--- src/mrs_pkg.sv ---
package mrs_pkg;
   // Target address width and data word widths
   localparam int MRS_ADDR_W = 7;
   localparam int MRS_RES_W = 12;
   localparam logic [3:0] MRS_BITS_PER_BYTE = 4'h8;
   // Data bytes returned per read mode
   localparam logic [1:0] MRS_BYTES_STATUS = 2'h1;
   localparam logic [1:0] MRS_BYTES_SINGLE = 2'h2;
   localparam logic [1:0] MRS_BYTES_BOTH = 2'h3;
   // Status byte field positions
   localparam int MRS_ST_ADC_LIMIT_COMPARE_FLAG = 0;
   localparam int MRS_ST_ADC_ALERT = 1;
   localparam int MRS_ST_SWITCH_OFF_OVERCURRENT_FLAG = 2;
   localparam int MRS_ST_SWITCH_FAILURE_STICKY_FLAG = 3;
   localparam int MRS_ST_OFF = 4;
   localparam int MRS_ST_OFF_ALERT = 5;
   // Reset values
   localparam logic [7:0] MRS_STATUS_RST = 8'h00;
   localparam logic [3:0] MRS_HIST_RST = 4'h0;
   localparam logic [11:0] MRS_RESULT_RST = 12'h000;
   // Conversions that must all exceed the threshold
   localparam int MRS_OC_RUN = 3;
   // Read engine states
   typedef enum logic [4:0] {
      MRS_IDLE = 5'h01,
      MRS_ADDR = 5'h02,
      MRS_AACK = 5'h04,
      MRS_SEND = 5'h08,
      MRS_MACK = 5'h10
   } mrs_state_t;
endpackage : mrs_pkg

--- src/mrs_bus_if.sv ---
`timescale 1ns/10ps
interface mrs_bus_if;
   logic scl_rise; // Clock line rose
   logic scl_fall; // Clock line fell
   logic start_det; // Start or repeated start seen
   logic stop_det; // Stop seen
   logic sda_level; // Delayed data line level
   modport sense (output scl_rise, scl_fall, start_det, stop_det, sda_level);
   modport core (input scl_rise, scl_fall, start_det, stop_det, sda_level);
endinterface : mrs_bus_if

--- src/mrs_pin_sense.sv ---
`timescale 1ns/10ps
module mrs_pin_sense import mrs_pkg::*; (
   input wire logic clk_in,
   input wire logic rst_in,
   input wire logic scl_in,
   input wire logic sda_in,
   mrs_bus_if.sense bus
);
   logic [1:0] scl_d; // Two samples of the clock line
   logic [1:0] sda_d; // Two samples of the data line
   logic [1:0] next_scl_d;
   logic [1:0] next_sda_d;

   // Shift in the line samples
   always_comb begin
      next_scl_d = {scl_d[0], scl_in};
      next_sda_d = {sda_d[0], sda_in};
   end

   // Lines idle high after reset
   always_ff @(posedge clk_in or posedge rst_in) begin
      if (rst_in) begin
         scl_d <= 2'h3;
         sda_d <= 2'h3;
      end else begin
         scl_d <= next_scl_d;
         sda_d <= next_sda_d;
      end
   end

   // Edge and bus condition decode
   assign bus.scl_rise = scl_d[0] & ~scl_d[1];
   assign bus.scl_fall = ~scl_d[0] & scl_d[1];
   assign bus.start_det = scl_d[0] & scl_d[1] & sda_d[1] & ~sda_d[0];
   assign bus.stop_det = scl_d[0] & scl_d[1] & ~sda_d[1] & sda_d[0];
   assign bus.sda_level = sda_d[0];
endmodule : mrs_pin_sense

--- src/mrs_alert_flags.sv ---
`timescale 1ns/10ps
module mrs_alert_flags import mrs_pkg::*; (
   input wire logic clk_in,
   input wire logic rst_in,
   input wire logic result_valid_in,
   input wire logic [7:0] current_msb_in,
   input wire logic [7:0] current_alert_threshold_in,
   input wire logic en_single_oc_in,
   input wire logic en_run_oc_in,
   input wire logic switch_failure_alert_enable_in,
   input wire logic en_off_alert_in,
   input wire logic switch_off_overcurrent_flag_in,
   input wire logic switch_fail_event_in,
   input wire logic enable_pin_in,
   input wire logic software_force_disable_bit_in,
   input wire logic clear_write_in,
   output logic [7:0] status_out,
   output logic clear_pending_out
);
   logic [3:0] hist; // Compare results of recent conversions, newest in bit 0
   logic adc_sticky; // Trip raised the alert
   logic hs_sticky; // Switch failure seen
   logic off_sticky; // Off alert seen
   logic off_prev; // Off state one cycle ago
   logic clear_pend; // Clear bit as software sees it
   logic [3:0] next_hist;
   logic next_adc_sticky;
   logic next_hs_sticky;
   logic next_off_sticky;
   logic next_clear_pend;
   logic over_now; // This conversion exceeds the threshold
   logic off_now; // Switch held off by pin or software
   logic adc_trip; // Trip event this cycle

   assign over_now = current_msb_in > current_alert_threshold_in;
   assign off_now = ~enable_pin_in | software_force_disable_bit_in;

   // Compute history and sticky flags; a set wins over a clear
   always_comb begin
      next_hist = hist;
      adc_trip = 1'b0;
      if (result_valid_in) begin
         next_hist = {hist[2:0], over_now};
         adc_trip = over_now & (en_single_oc_in | (en_run_oc_in & (&hist[2:0])));
      end
      next_adc_sticky = (adc_sticky & ~clear_pend) | adc_trip;
      next_hs_sticky = (hs_sticky & ~clear_pend) | (switch_fail_event_in & switch_failure_alert_enable_in);
      next_off_sticky = (off_sticky & ~clear_pend) | (en_off_alert_in & off_now & ~off_prev);
      next_clear_pend = clear_write_in;
   end

   always_ff @(posedge clk_in or posedge rst_in) begin
      if (rst_in) begin
         hist <= MRS_HIST_RST;
         adc_sticky <= 1'b0;
         hs_sticky <= 1'b0;
         off_sticky <= 1'b0;
         off_prev <= 1'b0;
         clear_pend <= 1'b0;
      end else begin
         hist <= next_hist;
         adc_sticky <= next_adc_sticky;
         hs_sticky <= next_hs_sticky;
         off_sticky <= next_off_sticky;
         off_prev <= off_now;
         clear_pend <= next_clear_pend;
      end
   end

   // Status byte assembly, upper bits zero
   always_comb begin
      status_out = MRS_STATUS_RST;
      status_out[MRS_ST_ADC_LIMIT_COMPARE_FLAG] = &hist[MRS_OC_RUN-1:0];
      status_out[MRS_ST_ADC_ALERT] = adc_sticky;
      status_out[MRS_ST_SWITCH_OFF_OVERCURRENT_FLAG] = switch_off_overcurrent_flag_in;
      status_out[MRS_ST_SWITCH_FAILURE_STICKY_FLAG] = hs_sticky;
      status_out[MRS_ST_OFF] = off_now;
      status_out[MRS_ST_OFF_ALERT] = off_sticky;
   end
   assign clear_pending_out = clear_pend;
endmodule : mrs_alert_flags

--- src/mrs_readback.sv ---
`timescale 1ns/10ps
// Function
// Current mode: I[11:4], then I[3:0] and zeros
// Ack own address with read bit first
// Master acks two bytes, nacks third, stops
// Single-channel modes send exactly two bytes
// Status mode sends one status byte
// Bit 0: last three conversions exceeded threshold
// Bit 1: sticky ADC trip alert
// Bit 2: switch off from analog overcurrent
// Bit 3: sticky switch failure
// Bit 4: enable pin low or forced off
// Bit 5: sticky off alert
// Only clear write clears sticky bits
// Status-read bit selects status byte
// Clear bit self-clears; flags may re-set
// Combined mode: V msb, I msb, nibbles
// Read bytes come from one captured set
module mrs_readback import mrs_pkg::*; (
   input wire logic clk_in,
   input wire logic rst_in,
   input wire logic scl_in, // Bus clock, sampled
   input wire logic sda_in, // Bus data level
   output logic sda_out, // Data driven value, always low
   output logic sda_oe_n_out, // Low while pulling data low
   input wire logic [6:0] device_address_in, // Own target address
   input wire logic status_read_in, // Command status-read bit
   input wire logic convert_voltage_in, // Voltage channel selected
   input wire logic convert_current_in, // Current channel selected
   input wire logic result_valid_in, // Conversion set completed
   input wire logic [11:0] voltage_result_in,
   input wire logic [11:0] current_result_in,
   input wire logic [7:0] current_alert_threshold_in,
   input wire logic en_single_oc_in,
   input wire logic en_run_oc_in,
   input wire logic switch_failure_alert_enable_in,
   input wire logic en_off_alert_in,
   input wire logic switch_off_overcurrent_flag_in, // Live analog overcurrent off
   input wire logic switch_fail_event_in, // Switch failure pulse
   input wire logic enable_pin_in, // Hot-swap enable pin level
   input wire logic software_force_disable_bit_in,
   input wire logic clear_write_in, // Clear bit written high
   output logic clear_bit_out, // Clear bit readback
   output logic [7:0] alert_status_byte_out, // Live status byte
   output logic busy_out // Read transfer in progress
);
   mrs_bus_if bus (); // Edge events from the pins

   // Registered state of the read engine
   mrs_state_t state; // Read engine state
   logic [7:0] shreg; // Address shift register
   logic [3:0] cnt; // Bit counter
   logic drive; // Pull data low
   logic [23:0] obuf; // Outgoing bytes, MSB first
   logic [1:0] left; // Bytes still to finish
   logic mack; // Master acked last byte
   logic [11:0] v_hold; // Last completed voltage
   logic [11:0] i_hold; // Last completed current

   // Next values of the engine registers
   mrs_state_t next_state;
   logic [7:0] next_shreg;
   logic [3:0] next_cnt;
   logic next_drive;
   logic [23:0] next_obuf;
   logic [1:0] next_left;
   logic next_mack;
   logic [11:0] next_v_hold;
   logic [11:0] next_i_hold;

   // Mode decode and address match
   logic [23:0] load_bytes; // Bytes for the selected mode
   logic [1:0] load_count; // Byte count for the mode
   logic addr_hit; // Own address with read bit
   logic [7:0] status_byte; // Status from flag logic

   // Pin edge and condition detection
   mrs_pin_sense u_sense (
      .clk_in(clk_in),
      .rst_in(rst_in),
      .scl_in(scl_in),
      .sda_in(sda_in),
      .bus(bus)
   );

   // Status flags
   mrs_alert_flags u_flags (
      .clk_in(clk_in),
      .rst_in(rst_in),
      .result_valid_in(result_valid_in),
      .current_msb_in(current_result_in[11:4]),
      .current_alert_threshold_in(current_alert_threshold_in),
      .en_single_oc_in(en_single_oc_in),
      .en_run_oc_in(en_run_oc_in),
      .switch_failure_alert_enable_in(switch_failure_alert_enable_in),
      .en_off_alert_in(en_off_alert_in),
      .switch_off_overcurrent_flag_in(switch_off_overcurrent_flag_in),
      .switch_fail_event_in(switch_fail_event_in),
      .enable_pin_in(enable_pin_in),
      .software_force_disable_bit_in(software_force_disable_bit_in),
      .clear_write_in(clear_write_in),
      .status_out(status_byte),
      .clear_pending_out(clear_bit_out)
   );

   // Pick the byte layout for the selected read mode
   always_comb begin
      if (status_read_in) begin
         load_bytes = {status_byte, 16'h0000};
         load_count = MRS_BYTES_STATUS;
      end else if (convert_voltage_in && convert_current_in) begin
         load_bytes = {v_hold[11:4], i_hold[11:4], v_hold[3:0], i_hold[3:0]};
         load_count = MRS_BYTES_BOTH;
      end else if (convert_voltage_in) begin
         load_bytes = {v_hold[11:4], v_hold[3:0], 4'h0, 8'h00};
         load_count = MRS_BYTES_SINGLE;
      end else begin
         load_bytes = {i_hold[11:4], i_hold[3:0], 4'h0, 8'h00};
         load_count = MRS_BYTES_SINGLE;
      end
   end

   // Own address with the read direction bit set
   assign addr_hit = (shreg[7:1] == device_address_in) && shreg[0];

   // Next-state logic of the read engine
   always_comb begin
      next_state = state;
      next_shreg = shreg;
      next_cnt = cnt;
      next_drive = drive;
      next_obuf = obuf;
      next_left = left;
      next_mack = mack;
      next_v_hold = v_hold;
      next_i_hold = i_hold;
      // Results only change as a complete set
      if (result_valid_in) begin
         next_v_hold = voltage_result_in;
         next_i_hold = current_result_in;
      end
      if (bus.start_det) begin
         // Start aborts anything and begins address capture
         next_state = MRS_ADDR;
         next_cnt = 4'h0;
         next_drive = 1'b0;
      end else if (bus.stop_det) begin
         // Stop releases the bus
         next_state = MRS_IDLE;
         next_drive = 1'b0;
      end else begin
         unique case (state)
            MRS_IDLE: begin
               // Wait for a start
               next_drive = 1'b0;
            end
            MRS_ADDR: begin
               // Sample address bits on rising clock
               if (bus.scl_rise) begin
                  next_shreg = {shreg[6:0], bus.sda_level};
                  next_cnt = cnt + 4'h1;
               end
               if (bus.scl_fall && cnt == MRS_BITS_PER_BYTE) begin
                  if (addr_hit) begin
                     next_state = MRS_AACK;
                     next_drive = 1'b1;
                     next_obuf = load_bytes;
                     next_left = load_count;
                  end else begin
                     next_state = MRS_IDLE;
                  end
               end
            end
            MRS_AACK: begin
               // Ack bit ends; put out first data bit
               if (bus.scl_fall) begin
                  next_state = MRS_SEND;
                  next_cnt = 4'h0;
                  next_drive = ~obuf[23];
               end
            end
            MRS_SEND: begin
               // Shift data out on falling clock
               if (bus.scl_rise) begin
                  next_cnt = cnt + 4'h1;
               end
               if (bus.scl_fall) begin
                  next_obuf = {obuf[22:0], 1'b0};
                  if (cnt == MRS_BITS_PER_BYTE) begin
                     // Byte done: release for the master's answer
                     next_state = MRS_MACK;
                     next_drive = 1'b0;
                     next_left = left - 2'h1;
                  end else begin
                     next_drive = ~obuf[22];
                  end
               end
            end
            MRS_MACK: begin
               // Master answers; ack continues only while bytes remain
               if (bus.scl_rise) begin
                  next_mack = ~bus.sda_level;
               end
               if (bus.scl_fall) begin
                  if (mack && left != 2'h0) begin
                     next_state = MRS_SEND;
                     next_cnt = 4'h0;
                     next_drive = ~obuf[23];
                  end else begin
                     // Last byte or not acked: let go of the bus
                     next_state = MRS_IDLE;
                     next_drive = 1'b0;
                  end
               end
            end
            default: begin
               // Illegal code: return to idle and free the bus
               next_state = MRS_IDLE;
               next_drive = 1'b0;
            end
         endcase
      end
   end

   // Register the read engine
   always_ff @(posedge clk_in or posedge rst_in) begin
      if (rst_in) begin
         // Bus released, no result captured yet
         state <= MRS_IDLE;
         shreg <= 8'h00;
         cnt <= 4'h0;
         drive <= 1'b0;
         obuf <= 24'h000000;
         left <= 2'h0;
         mack <= 1'b0;
         v_hold <= MRS_RESULT_RST;
         i_hold <= MRS_RESULT_RST;
      end else begin
         state <= next_state;
         shreg <= next_shreg;
         cnt <= next_cnt;
         drive <= next_drive;
         obuf <= next_obuf;
         left <= next_left;
         mack <= next_mack;
         v_hold <= next_v_hold;
         i_hold <= next_i_hold;
      end
   end

   // Open-drain data pin and status outputs
   assign sda_out = 1'b0;
   assign sda_oe_n_out = ~drive;
   assign alert_status_byte_out = status_byte;
   assign busy_out = (state != MRS_IDLE);
endmodule : mrs_readback

--- config.mk ---
export PLATFORM = sky130hd
export DESIGN_NAME = mrs_readback
export DESIGN_NICKNAME = d
export VERILOG_FILES = /design/src/mrs_pkg.sv /design/src/mrs_bus_if.sv /design/src/mrs_pin_sense.sv /design/src/mrs_alert_flags.sv /design/src/mrs_readback.sv
export SDC_FILE = /design/constraint.sdc
export NUM_CORES = 1
export LEC_CHECK = 0
export BUFFER_PORTS_ARGS = -buffer_cell sky130_fd_sc_hd__buf_2
export CORE_MARGIN = 5
export CORE_UTILIZATION = 50
export DETAILED_ROUTE_END_ITERATION = 6
export GPL_TIMING_DRIVEN = 0
export MAX_ROUTING_LAYER = met4
export PLACE_DENSITY = 0.68
export SETUP_SLACK_MARGIN = 0.5
export SYNTH_ARGS = -nofsm -noshare
export SYNTH_HDL_FRONTEND = slang
export SYNTH_SLANG_ARGS = --single-unit
export TNS_END_PERCENT = 100
--- constraint.sdc ---
create_clock -name clk_in -period 2.65 [get_ports clk_in]
set_input_delay 0.1325 -clock clk_in [delete_from_list [all_inputs] [get_ports clk_in]]
set_output_delay 0.1325 -clock clk_in [all_outputs]
set_load 0.03 [all_outputs]
; Word-level counts from Yosys, hierarchy flattened
; Cells that the tools add are included.
; W data, S select, Z words.
[op_classes]
addsub = 2
magnitude_cmp = 1
eq_ne = 24
muxes = 42
reduce_logical = 16
bitwise = 32
[op_table]
columns = op, n
row1 = $mux W24, 6
row2 = $pmux W24 S2, 1
row3 = $mux W5, 7
row4 = $mux W4, 7
row5 = $pmux W5 S5, 1
row6 = $ne A4 B4 Y1 const B, 6
row7 = $reduce_and A6 Y1, 3
row8 = $and A1 B1 Y1, 15
row9 = $ne A3 B3 Y1 const B, 4
row10 = $not A1 Y1, 12
row11 = $pmux W4 S3, 1
row12 = $mux W1, 11
row13 = $mux W2, 5
row14 = $ne A2 B2 Y1 const B, 5
row15 = $gt A8 B8 Y1, 1
row16 = $reduce_and A4 Y1, 2
row17 = $eq A7 B7 Y1, 1
row18 = $reduce_and A7 Y1, 1
row19 = $eq A5 B1 Y1 const B, 1
row20 = $eq A5 B2 Y1 const B, 1
row21 = $eq A5 B3 Y1 const B, 1
row22 = $eq A5 B4 Y1 const B, 1
row23 = $eq A5 B5 Y1 const B, 1
row24 = $ne A5 B1 Y1 const B, 1
row25 = other kinds (14), 22
[totals]
regBits = 81
inputBits = 56
word_cells = 134
out_inout_bits = 12

; Depth between registers and ports, before layout
; Gate-level depths: netlist of run 1.
[depth]
depth_word = 7
mapped_depth = 9

; Hierarchy
; From an unflattened synthesis of run 1, not the netlist that was laid out.
[unflattened]
hier_cells = 433
area_unflattened_um2 = 4461.8
[modules_own_cells]
columns = module, instances, cells_per_inst, area_each_um2
row1 = mrs_readback, 1, 360, 3741.1
row2 = mrs_alert_flags, 1, 64, 579.3
row3 = mrs_pin_sense, 1, 9, 141.4

; Least setup slack after synthesis of run 1
; OpenSTA, ideal clock, no wires.
[synth_path]
path_kind = register to register
startpoint = reg left[0]
endpoint = reg cnt[2]
synth_period_minus_slack_ns = 1.754
path_buffers = 0
path_stages_with_launch = 9
arrival_time_ns = 1.628
path_slack_ns = 0.896
required_time_ns = 2.524
cell_sequence = dfrtp_1 > inv_1 > ha_1 > nor3b_1 > mux2i_1 > o311ai_2 > o21a_1 > o21ai_2 > a221o_1
[synth_between]
elab_chain_cells = 4
[synth_lines]
columns = item, line
row1 = start: declaration, mrs_readback.sv:55  ; logic [1:0] left;
row2 = start signal: assignment, mrs_readback.sv:244  ; left <= next_left;
row3 = $reduce_bool A2 Y1, mrs_readback.sv:205  ; if (mack && left != 2'h0) begin
row4 = $logic_and A1 B1 Y1, mrs_readback.sv:205
row5 = $ne A3 B3 Y1 (no line), -
row6 = $reduce_and A6 Y1 (no line), -
row7 = end signal: assignment, mrs_readback.sv:241  ; cnt <= next_cnt;
row8 = end: declaration, mrs_readback.sv:52  ; logic [3:0] cnt;
; No other way between the ends.
; A chain may end at the register's enable or synchronous reset.

; Worst setup path in the final report of run 1
[layout_path]
startpoint = reg state[3]
endpoint = out busy_out
[layout_between]
elab_chain_cells = 1
[layout_lines]
columns = item, line
row1 = start: declaration, mrs_readback.sv:50  ; mrs_state_t state;
row2 = start signal: assignment, mrs_readback.sv:239  ; state <= next_state;
row3 = $ne A5 B1 Y1, mrs_readback.sv:255  ; assign busy_out = (state != MRS_IDLE);
row4 = end: declaration, mrs_readback.sv:45  ; output logic busy_out
; No other way between the ends.

==> results.json, run 1 <==
{
  "global_route.usage.total_pct": 20.12,
  "power_per_cell_area_nw_per_um2": 523.2,
  "chipHeight_um": 102.7,
  "async_flop_share_pct": 100.0,
  "drive_gt1_share_pct": 29.69,
  "layout.nets": 574,
  "row_count": 33,
  "ys_warn_count": 0,
  "placeable_core_region_um2": 8299,
  "cp_cell_sequence": "buf_6 -> nor2_4 -> inv_1 -> or4b_2 -> buf_2",
  "floorplan.initialDensity_pct": 51.80,
  "detailedRoute.firstIterationViolations": 129,
  "crit_cells": 5,
  "p_seq_share_pct": 49.9,
  "most-common-layout-cells": "sky130_fd_sc_hd__dfrtp_1 (76), sky130_fd_sc_hd__buf_2 (70), sky130_fd_sc_hd__nor2_1 (50), sky130_fd_sc_hd__mux2_2 (34), sky130_fd_sc_hd__nand2_1 (24)",
  "first_pass_iters": 4,
  "clockBufferDepth": 2,
  "critical_path.top_delay_family": "simple AND/OR/NAND/NOR gates",
  "hold_path_depth": 2,
  "num_io_pins": 68,
  "final_max_slew_viol_count": 0,
  "crit_path_start_kind": "flip-flop",
  "final_cell_area_um2": 5124,
  "critPathBufInv": 3,
  "crit_required_ns": 2.52,
  "post-route-drc-count": 0,
  "dieArea_um2": 10550,
  "timing_worst_setup_path_type": "flip-flop to output port",
  "status": "completed",
  "synthToLayoutAreaGrowth_pct": 19.18,
  "synth_ff_type": "sky130_fd_sc_hd__dfrtp_1",
  "synthesis.instances": 420,
  "route.vias.total": 3332,
  "power.switching_fraction_pct": 24.12,
  "clk_latency_ns": 0.35,
  "maximum_cell_stage_delay_along_the_critical_path_ns": 0.60,
  "gpl.final_weighted_congestion": 0.8207,
  "final.period_utilization_pct": 75.56,
  "clock_power_share_pct": 38.0,
  "grt_max_degree": 31,
  "insertedDiodeCount": 0,
  "via_count_of_the_first_global_routing_pass": 3426,
  "detailed_place.area_um2": 4792,
  "drt_wl_total_um": 9401,
  "synth-edff-count": 0,
  "cts-htree-levels": 3,
  "timing.critical_path.to_type": "output port",
  "post_synth_num_cell_types": 61,
  "drv_cap": 0,
  "max_freq_ghz": 0.4994,
  "syn-cell-area_um2": 4299,
  "grt_overflow": 0,
  "seq_cells_post_synth": 81,
  "skew_ns": 0.01220,
  "grt_first_pass_wirelength_um": 16040,
  "path_clk_slew_ns": 0.08,
  "critical_path_arrival_ns": 1.87,
  "hold_removal_path_class": "input port to flip-flop",
  "netSwitchingPower_uw": 646.7,
  "p_int_mw": 2.034,
  "number_of_buffers_added_by_the_clock_tree_synthesis_step": 9,
  "layout_commonest_cell": "sky130_fd_sc_hd__dfrtp_1",
  "logic_depth_of_the_worst_register_to_register_path": 8,
  "setup_viol": 0,
  "place_hpwl_um": 7219,
  "antenna_left": 0,
  "slew_headroom_pct": 59.67,
  "tns_ns": 0,
  "die_w_um": 102.7,
  "antenna_found_initial": 0,
  "synth_seq_area_share_pct": 47.29,
  "timing_worst_slew_pin_value_ns": 0.6050,
  "tritoncts": "built",
  "tritoncts_num_sinks": 81,
  "final.min_clock_period_ns": 2.002,
  "share_comb_of_total_power_pct": 12.0,
  "wl_per_cell_um": 15.24,
  "worst-path-max-fanout": 8,
  "synth.avg_cell_area_um2": 10.24,
  "peakVddDrop_mv": 0.3965,
  "rsz0062_at_grt": "no",
  "post-cts-setup-buffers": 0,
  "final-hold-violation-count": 0,
  "routed_vias_inst": 5.400,
  "standby_leakage_power_nw": 2.303,
  "cts_root_buf": "sky130_fd_sc_hd__clkbuf_8",
  "critical_path.slowest_cell": "sky130_fd_sc_hd__or4b_2",
  "io_buffers": 62
}
logic make-up (layout without fill, tap and decap cells):
logic type / Yosys count / after routing / synth area share, %
flip-flops: 81 / 81 / 47.29
AO/OA/AOI/OAI: 88 / 88 / 13.71
other: 1 / 3 / 0.08723
buffers and inverters: 53 / 143 / 6.257
adder cells (fa/ha/maj): 11 / 11 / 3.201
AND/OR/NAND/NOR: 130 / 130 / 15.72
multiplexers: 46 / 46 / 11.70
XOR/XNOR: 10 / 10 / 2.037
final timing paths:
kind / slack [ns] / to / from
setup / recovery: 0.65 / busy_out / state[3]
hold / removal: 0.02 / v_hold[4] / voltage_result_in[4]
setup reg to reg: 0.68 / cnt[2] / left[0]
hold reg to reg: 0.37 / u_sense.scl_d[1] / u_sense.scl_d[0]
max in group asynchronous: 1.65 / state[0] / rst_in
min in group asynchronous: 0.39 / u_flags.clear_pending_out / rst_in
synthesized netlist by cell type, drive strengths merged (5+ instances only):
cell type	instances	share of area (%)
ha	11	3.2
dfstp	5	3.1
o22ai	10	1.5
mux2	34	8.9
dfrtp	76	44
nand2	25	2.2
nor2	52	4.8
xor2	6	1.2
o22a	5	1.0
nand3	19	2.4
nor2b	9	1.3
o21ai	18	2.2
mux2i	12	2.8
a21oi	13	1.5
inv	21	1.8
buf	21	3.5
a211oi	6	1.0
a21o	5	0.87
a31oi	12	1.7
clkbuf	10	0.87
state kept, by name, indices dropped and copies added, names as in the netlist, 3 cells and up:
register	flops
i_hold	12
state	5
cnt	4
shreg	8
obuf	24
u_flags.hist	3
v_hold	12
power groups by stage:
stage | Combinational (mW) | Clock [mW] | Sequential [mW]
3_3_place_gp | 0.297 | 0 | 1.36
2_1_floorplan | 0.211 | 0 | 1.35
4_1_cts | 0.322 | 1.05 | 1.34
3_5_place_dp | 0.312 | 0 | 1.36
5_1_grt | 0.361 | 1.10 | 1.35
6_report | 0.322 | 1.02 | 1.34
routing by layer:
layer	routed length, um	GRT usage (%)
met2	4704	31.98
met3	380	3.789
met1	4142	26.00
met4	174	6.761
met5	0	-
layout make-up:
| cell class | count | area [um^2] |
|---|---|---|
| Timing Repair Buffer | 74 | 450.4 |
| Clock buffer | 12 | 155.1 |
| Buffer | 31 | 186.4 |
| Sequential cell | 81 | 2033 |
| Fill cell | 694 | 3176 |
| Tap cell | 105 | 131.4 |
| Inverter | 22 | 86.33 |
| Clock inverter | 4 | 75.07 |
| Multi-Input combinational cell | 288 | 2006 |
stage by stage:
step / hold WS (ns) / utilization (%) / instances / total power [mW] / worst slack, ns
detailed placement: 0.2235 / 57.74 / 591 / 1.674 / 0.6412
CTS: 0.001047 / 61.36 / 614 / 2.708 / 0.6136
floorplan: 0.1370 / - / 422 / 1.556 / 0.8962
global route: 0.0009707 / 61.74 / 617 / 2.806 / 0.5074
global placement: 0.2384 / 57.26 / 589 / 1.658 / 0.6542
finish: 0.01885 / 61.74 / 617 / 2.681 / 0.6476
repair_timing:
item | 4_1_cts | 5_1_grt
endpoints found under the setup margin | 0 | 14
gates resized for setup | 0 | 1
hold buffers | 7 | 3
hold endpoints to repair | 24 | 3
Note: power is estimated with default switching activity, not from simulation.
==> inputs of run 2 (changes only) <==
--- a/config.mk
+++ b/config.mk
@@ -5,13 +5,14 @@
 export SDC_FILE = /design/constraint.sdc
 export NUM_CORES = 1
 export LEC_CHECK = 0
+export ABC_AREA = 1
 export BUFFER_PORTS_ARGS = -buffer_cell sky130_fd_sc_hd__buf_2
 export CORE_MARGIN = 5
 export CORE_UTILIZATION = 50
 export DETAILED_ROUTE_END_ITERATION = 6
 export GPL_TIMING_DRIVEN = 0
 export MAX_ROUTING_LAYER = met4
-export PLACE_DENSITY = 0.68
+export PLACE_DENSITY = 0.7
 export SETUP_SLACK_MARGIN = 0.5
 export SYNTH_ARGS = -nofsm -noshare
 export SYNTH_HDL_FRONTEND = slang
==> constraint.sdc (replaced) <==
create_clock -name clk_in -period 1.8 [get_ports clk_in]
set_input_delay 0.09 -clock clk_in [delete_from_list [all_inputs] [get_ports clk_in]]
set_output_delay 0.09 -clock clk_in [all_outputs]
set_load 0.03 [all_outputs]
==> run 2 against run 1 <==
Compared with the run above: synthesized area grew 4.4%; sequential cell count is the same; via count grew 27%; final area grew 21%; synthesized cell count grew 38%; critical path depth grew 4; wire length grew 25%; die area grew 3.9%; sequential share of layout area shrank 6.8 points; cell count grew 36%; critical path type is now flip-flop to flip-flop; largest cell class is now multi-input gates; largest power group unchanged.
==> results.json, run 2 <==
{
  "clk_latency_ns": 0.36,
  "largest_register_ffs": 24,
  "antenna_found_initial": 0,
  "layout_commonest_cell": "sky130_fd_sc_hd__nand2_1",
  "pre_cts_slack_ns": -0.01924,
  "cell_with_the_most_instances_after_synthesis": "sky130_fd_sc_hd__nand2_1",
  "timing_worst_setup_path_type": "flip-flop to flip-flop",
  "insertedDiodeCount": 0,
  "first_pass_iters": 5,
  "num_io_pins": 68,
  "via_count_of_the_first_global_routing_pass": 4231,
  "post_synth_main_area_contributors": "sky130_fd_sc_hd__dfrtp_1 (42%), sky130_fd_sc_hd__nand2_1 (16%), sky130_fd_sc_hd__inv_1 (6.3%)",
  "number_of_buffers_added_by_the_clock_tree_synthesis_step": 9,
  "min_to": "i_hold[4]",
  "die_w_um": 104.7,
  "tritoncts_num_sinks": 81,
  "gpl.final_weighted_congestion": 0.8362,
  "io_buffers": 64,
  "critical_path_arrival_ns": 1.96,
  "cts_root_buf": "sky130_fd_sc_hd__clkbuf_8",
  "synth_largest_type_area_fraction_pct": 42.39,
  "worstReg2RegEnd": "obuf[14]",
  "p_int_mw": 3.530,
  "global_route.usage.total_pct": 21.57,
  "row_count": 34,
  "synth-edff-count": 0,
  "floorplan.initialDensity_pct": 51.45,
  "synth_seq_area_share_pct": 45.32,
  "wl_per_cell_um": 13.93,
  "post-route-drc-count": 0,
  "most-common-layout-cells": "sky130_fd_sc_hd__nand2_1 (172), sky130_fd_sc_hd__dfrtp_1 (74), sky130_fd_sc_hd__inv_1 (66), sky130_fd_sc_hd__buf_2 (64), sky130_fd_sc_hd__buf_4 (36)",
  "largest_registers": "obuf: 24 flops, i_hold: 12 flops, v_hold: 12 flops",
  "p_seq_share_pct": 45.9,
  "drive_gt1_share_pct": 34.79,
  "seq_cells_post_synth": 81,
  "placeable_core_region_um2": 8721,
  "final-hold-violation-count": 0,
  "crit_path_start_kind": "flip-flop",
  "syn-cell-area_um2": 4487,
  "skew_ns": 0.01132,
  "path_clk_slew_ns": 0.09,
  "post-synth-top-area-cell": "sky130_fd_sc_hd__dfrtp_1",
  "hold_removal_path_class": "input port to flip-flop",
  "peakVddDrop_mv": 0.5195,
  "synthesis.instances": 580,
  "critical_path.slowest_cell": "sky130_fd_sc_hd__dfrtp_2",
  "route.vias.total": 4242,
  "cts-htree-levels": 3,
  "worst-path-max-fanout": 10,
  "crit_required_ns": 2.04,
  "tritoncts": "built",
  "max_freq_ghz": 0.5814,
  "grt_overflow": 0,
  "clock_power_share_pct": 29.1,
  "detailedRoute.firstIterationViolations": 171,
  "timing.critical_path.to_type": "flip-flop",
  "final.min_clock_period_ns": 1.720,
  "antenna_left": 0,
  "crit-reg2reg-launch": "state[2]",
  "layout.nets": 795,
  "drt_wl_total_um": 11720,
  "critical_path.top_delay_family": "simple AND/OR/NAND/NOR gates",
  "synthTopCellsByCount": "sky130_fd_sc_hd__nand2_1 (197), sky130_fd_sc_hd__dfrtp_1 (76), sky130_fd_sc_hd__inv_1 (75)",
  "power_per_cell_area_nw_per_um2": 828.3,
  "logic_depth_of_the_worst_register_to_register_path": 9,
  "status": "completed",
  "rsz0062_at_grt": "yes",
  "setup_viol": 0,
  "synth.avg_cell_area_um2": 7.736,
  "clockBufferDepth": 2,
  "critPathBufInv": 2,
  "grt_max_degree": 38,
  "hold_ws_ns": 0.02294,
  "place_hpwl_um": 7749,
  "grt_first_pass_wirelength_um": 19050,
  "drv_cap": 0,
  "post_synth_num_cell_types": 38,
  "hold_path_depth": 3,
  "cp_cell_sequence": "nor2_4 -> nand4_1 -> nand2_4 -> nand2_1 -> nand3b_4 -> buf_8 -> buf_12 -> nand2_2 -> o21ai_2",
  "dieArea_um2": 10970,
  "post-layout-total-power_mw": 5.126,
  "chipHeight_um": 104.7,
  "maximum_cell_stage_delay_along_the_critical_path_ns": 0.47,
  "synth_ff_type": "sky130_fd_sc_hd__dfrtp_1",
  "slack_of_the_worst_reg_to_reg_path_ns": 0.08,
  "synthToLayoutAreaGrowth_pct": 37.93,
  "max_flop_register": "obuf",
  "final.period_utilization_pct": 95.56,
  "finalWorstSetupSlack_ns": 0.07992,
  "final.fill_count": 682,
  "final_max_slew_viol_count": 0,
  "routed_vias_inst": 5.044,
  "power.switching_fraction_pct": 31.14,
  "async_flop_share_pct": 100.0,
  "ys_warn_count": 0,
  "share_comb_of_total_power_pct": 25.0,
  "min-delay-start": "current_result_in[4]",
  "netSwitchingPower_mw": 1.596,
  "standby_leakage_power_nw": 3.127
}
-- run 2: changes by cell type in the layout (fill, tap and decap cells not counted), sizes merged, moves of 7 or more --
cell and delta:
inv +58, dlygate4sd3 +22, buf +33, nand4 +7
a31oi -10, mux2i -11, nand2 +190, mux2 -34
o22ai -10, o21ai +51, nor2 -17, nor2b -9
-- run 2: worst max path at each step --
| stage | startpoint | endpoint | slack (ns) | cells after the start |
|---|---|---|---|---|
| after floorplan | cnt[0] | obuf[14] | 0.18 | 12 |
| after global placement | cnt[0] | obuf[0] | 0.01 | 12 |
| after detailed placement | cnt[0] | obuf[2] | -0.02 | 12 |
| after CTS | cnt[1] | obuf[14] | 0.10 | 12 |
| after global routing | cnt[0] | obuf[16] | -0.006 | 12 |
| final | state[2] | obuf[14] | 0.08 | 9 |
-- run 2: power groups by stage --
| stage | clock network (mW) | registers [mW] | logic (mW) |
|---|---|---|---|
| 6_report | 1.49 | 2.35 | 1.28 |
| 5_1_grt | 1.60 | 2.39 | 1.42 |
| 4_1_cts | 1.53 | 2.34 | 1.23 |
| 3_5_place_dp | 0 | 2.36 | 1.02 |
| 3_3_place_gp | 0 | 2.35 | 0.976 |
| 2_1_floorplan | 0 | 2.31 | 0.771 |
-- run 2: timing repair --
| item | 4_1_cts | 5_1_grt |
|---|---|---|
| setup buffers | 24 | 10 |
| endpoints found under the hold margin | 41 | 1 |
| endpoints found under the setup margin | 44 | 47 |
| resized for setup | 72 | 35 |
| hold buffers | 32 | 1 |
| pin swaps | 18 | 26 |
| gates cloned | 3 | 0 |
-- run 2: layout make-up --
type	count	area [um^2]	area share, %
multi-input cells	395	2240	36.19
flip-flops and latches	81	2036	32.90
repair buffers	135	1033	16.70
inverters	80	306.5	4.953
plain buffers	26	216.5	3.498
clock buffers	12	145.1	2.345
well taps	108	135.1	2.184
clock inverters	4	76.32	1.233
-- run 2: metal layers --
layer / vias up / track usage, % / share of wire (%)
li1: 2120 / - / -
met1: 1963 / 25.41 / 41
met2: 124 / 36.87 / 51
met3: 35 / 3.144 / 4.4
met4: 0 / 8.950 / 3.4
met5: - / - / 0
-- run 2: metrics by stage --
stage	setup TNS, ns	std cells	utilization (%)	cell area (um^2)
2_1_floorplan	0	582	-	4523
3_3_place_gp	0	754	57.09	4979
3_5_place_dp	-0.1762	756	57.55	5019
4_1_cts	0	831	68.98	6016
5_1_grt	-0.01372	841	70.96	6188
6_report	0	841	70.96	6188
-- run 2: worst min-delay path: stages --
cell	delay [ns]
sky130_fd_sc_hd__buf_2	0.09
sky130_fd_sc_hd__inv_1	0.08
sky130_fd_sc_hd__o21ai_0	0.08
-- run 2: cell families after synthesis --
| logic type | synth area share [%] |
|---|---|
| AO/OA/AOI/OAI | 13.72 |
| XOR/XNOR | 0.3905 |
| adder cells (fa/ha/maj) | 3.067 |
| buffers and inverters | 10.60 |
| flip-flops | 45.32 |
| multiplexers | 0.2231 |
| other | 0.08358 |
| AND/OR/NAND/NOR | 26.60 |
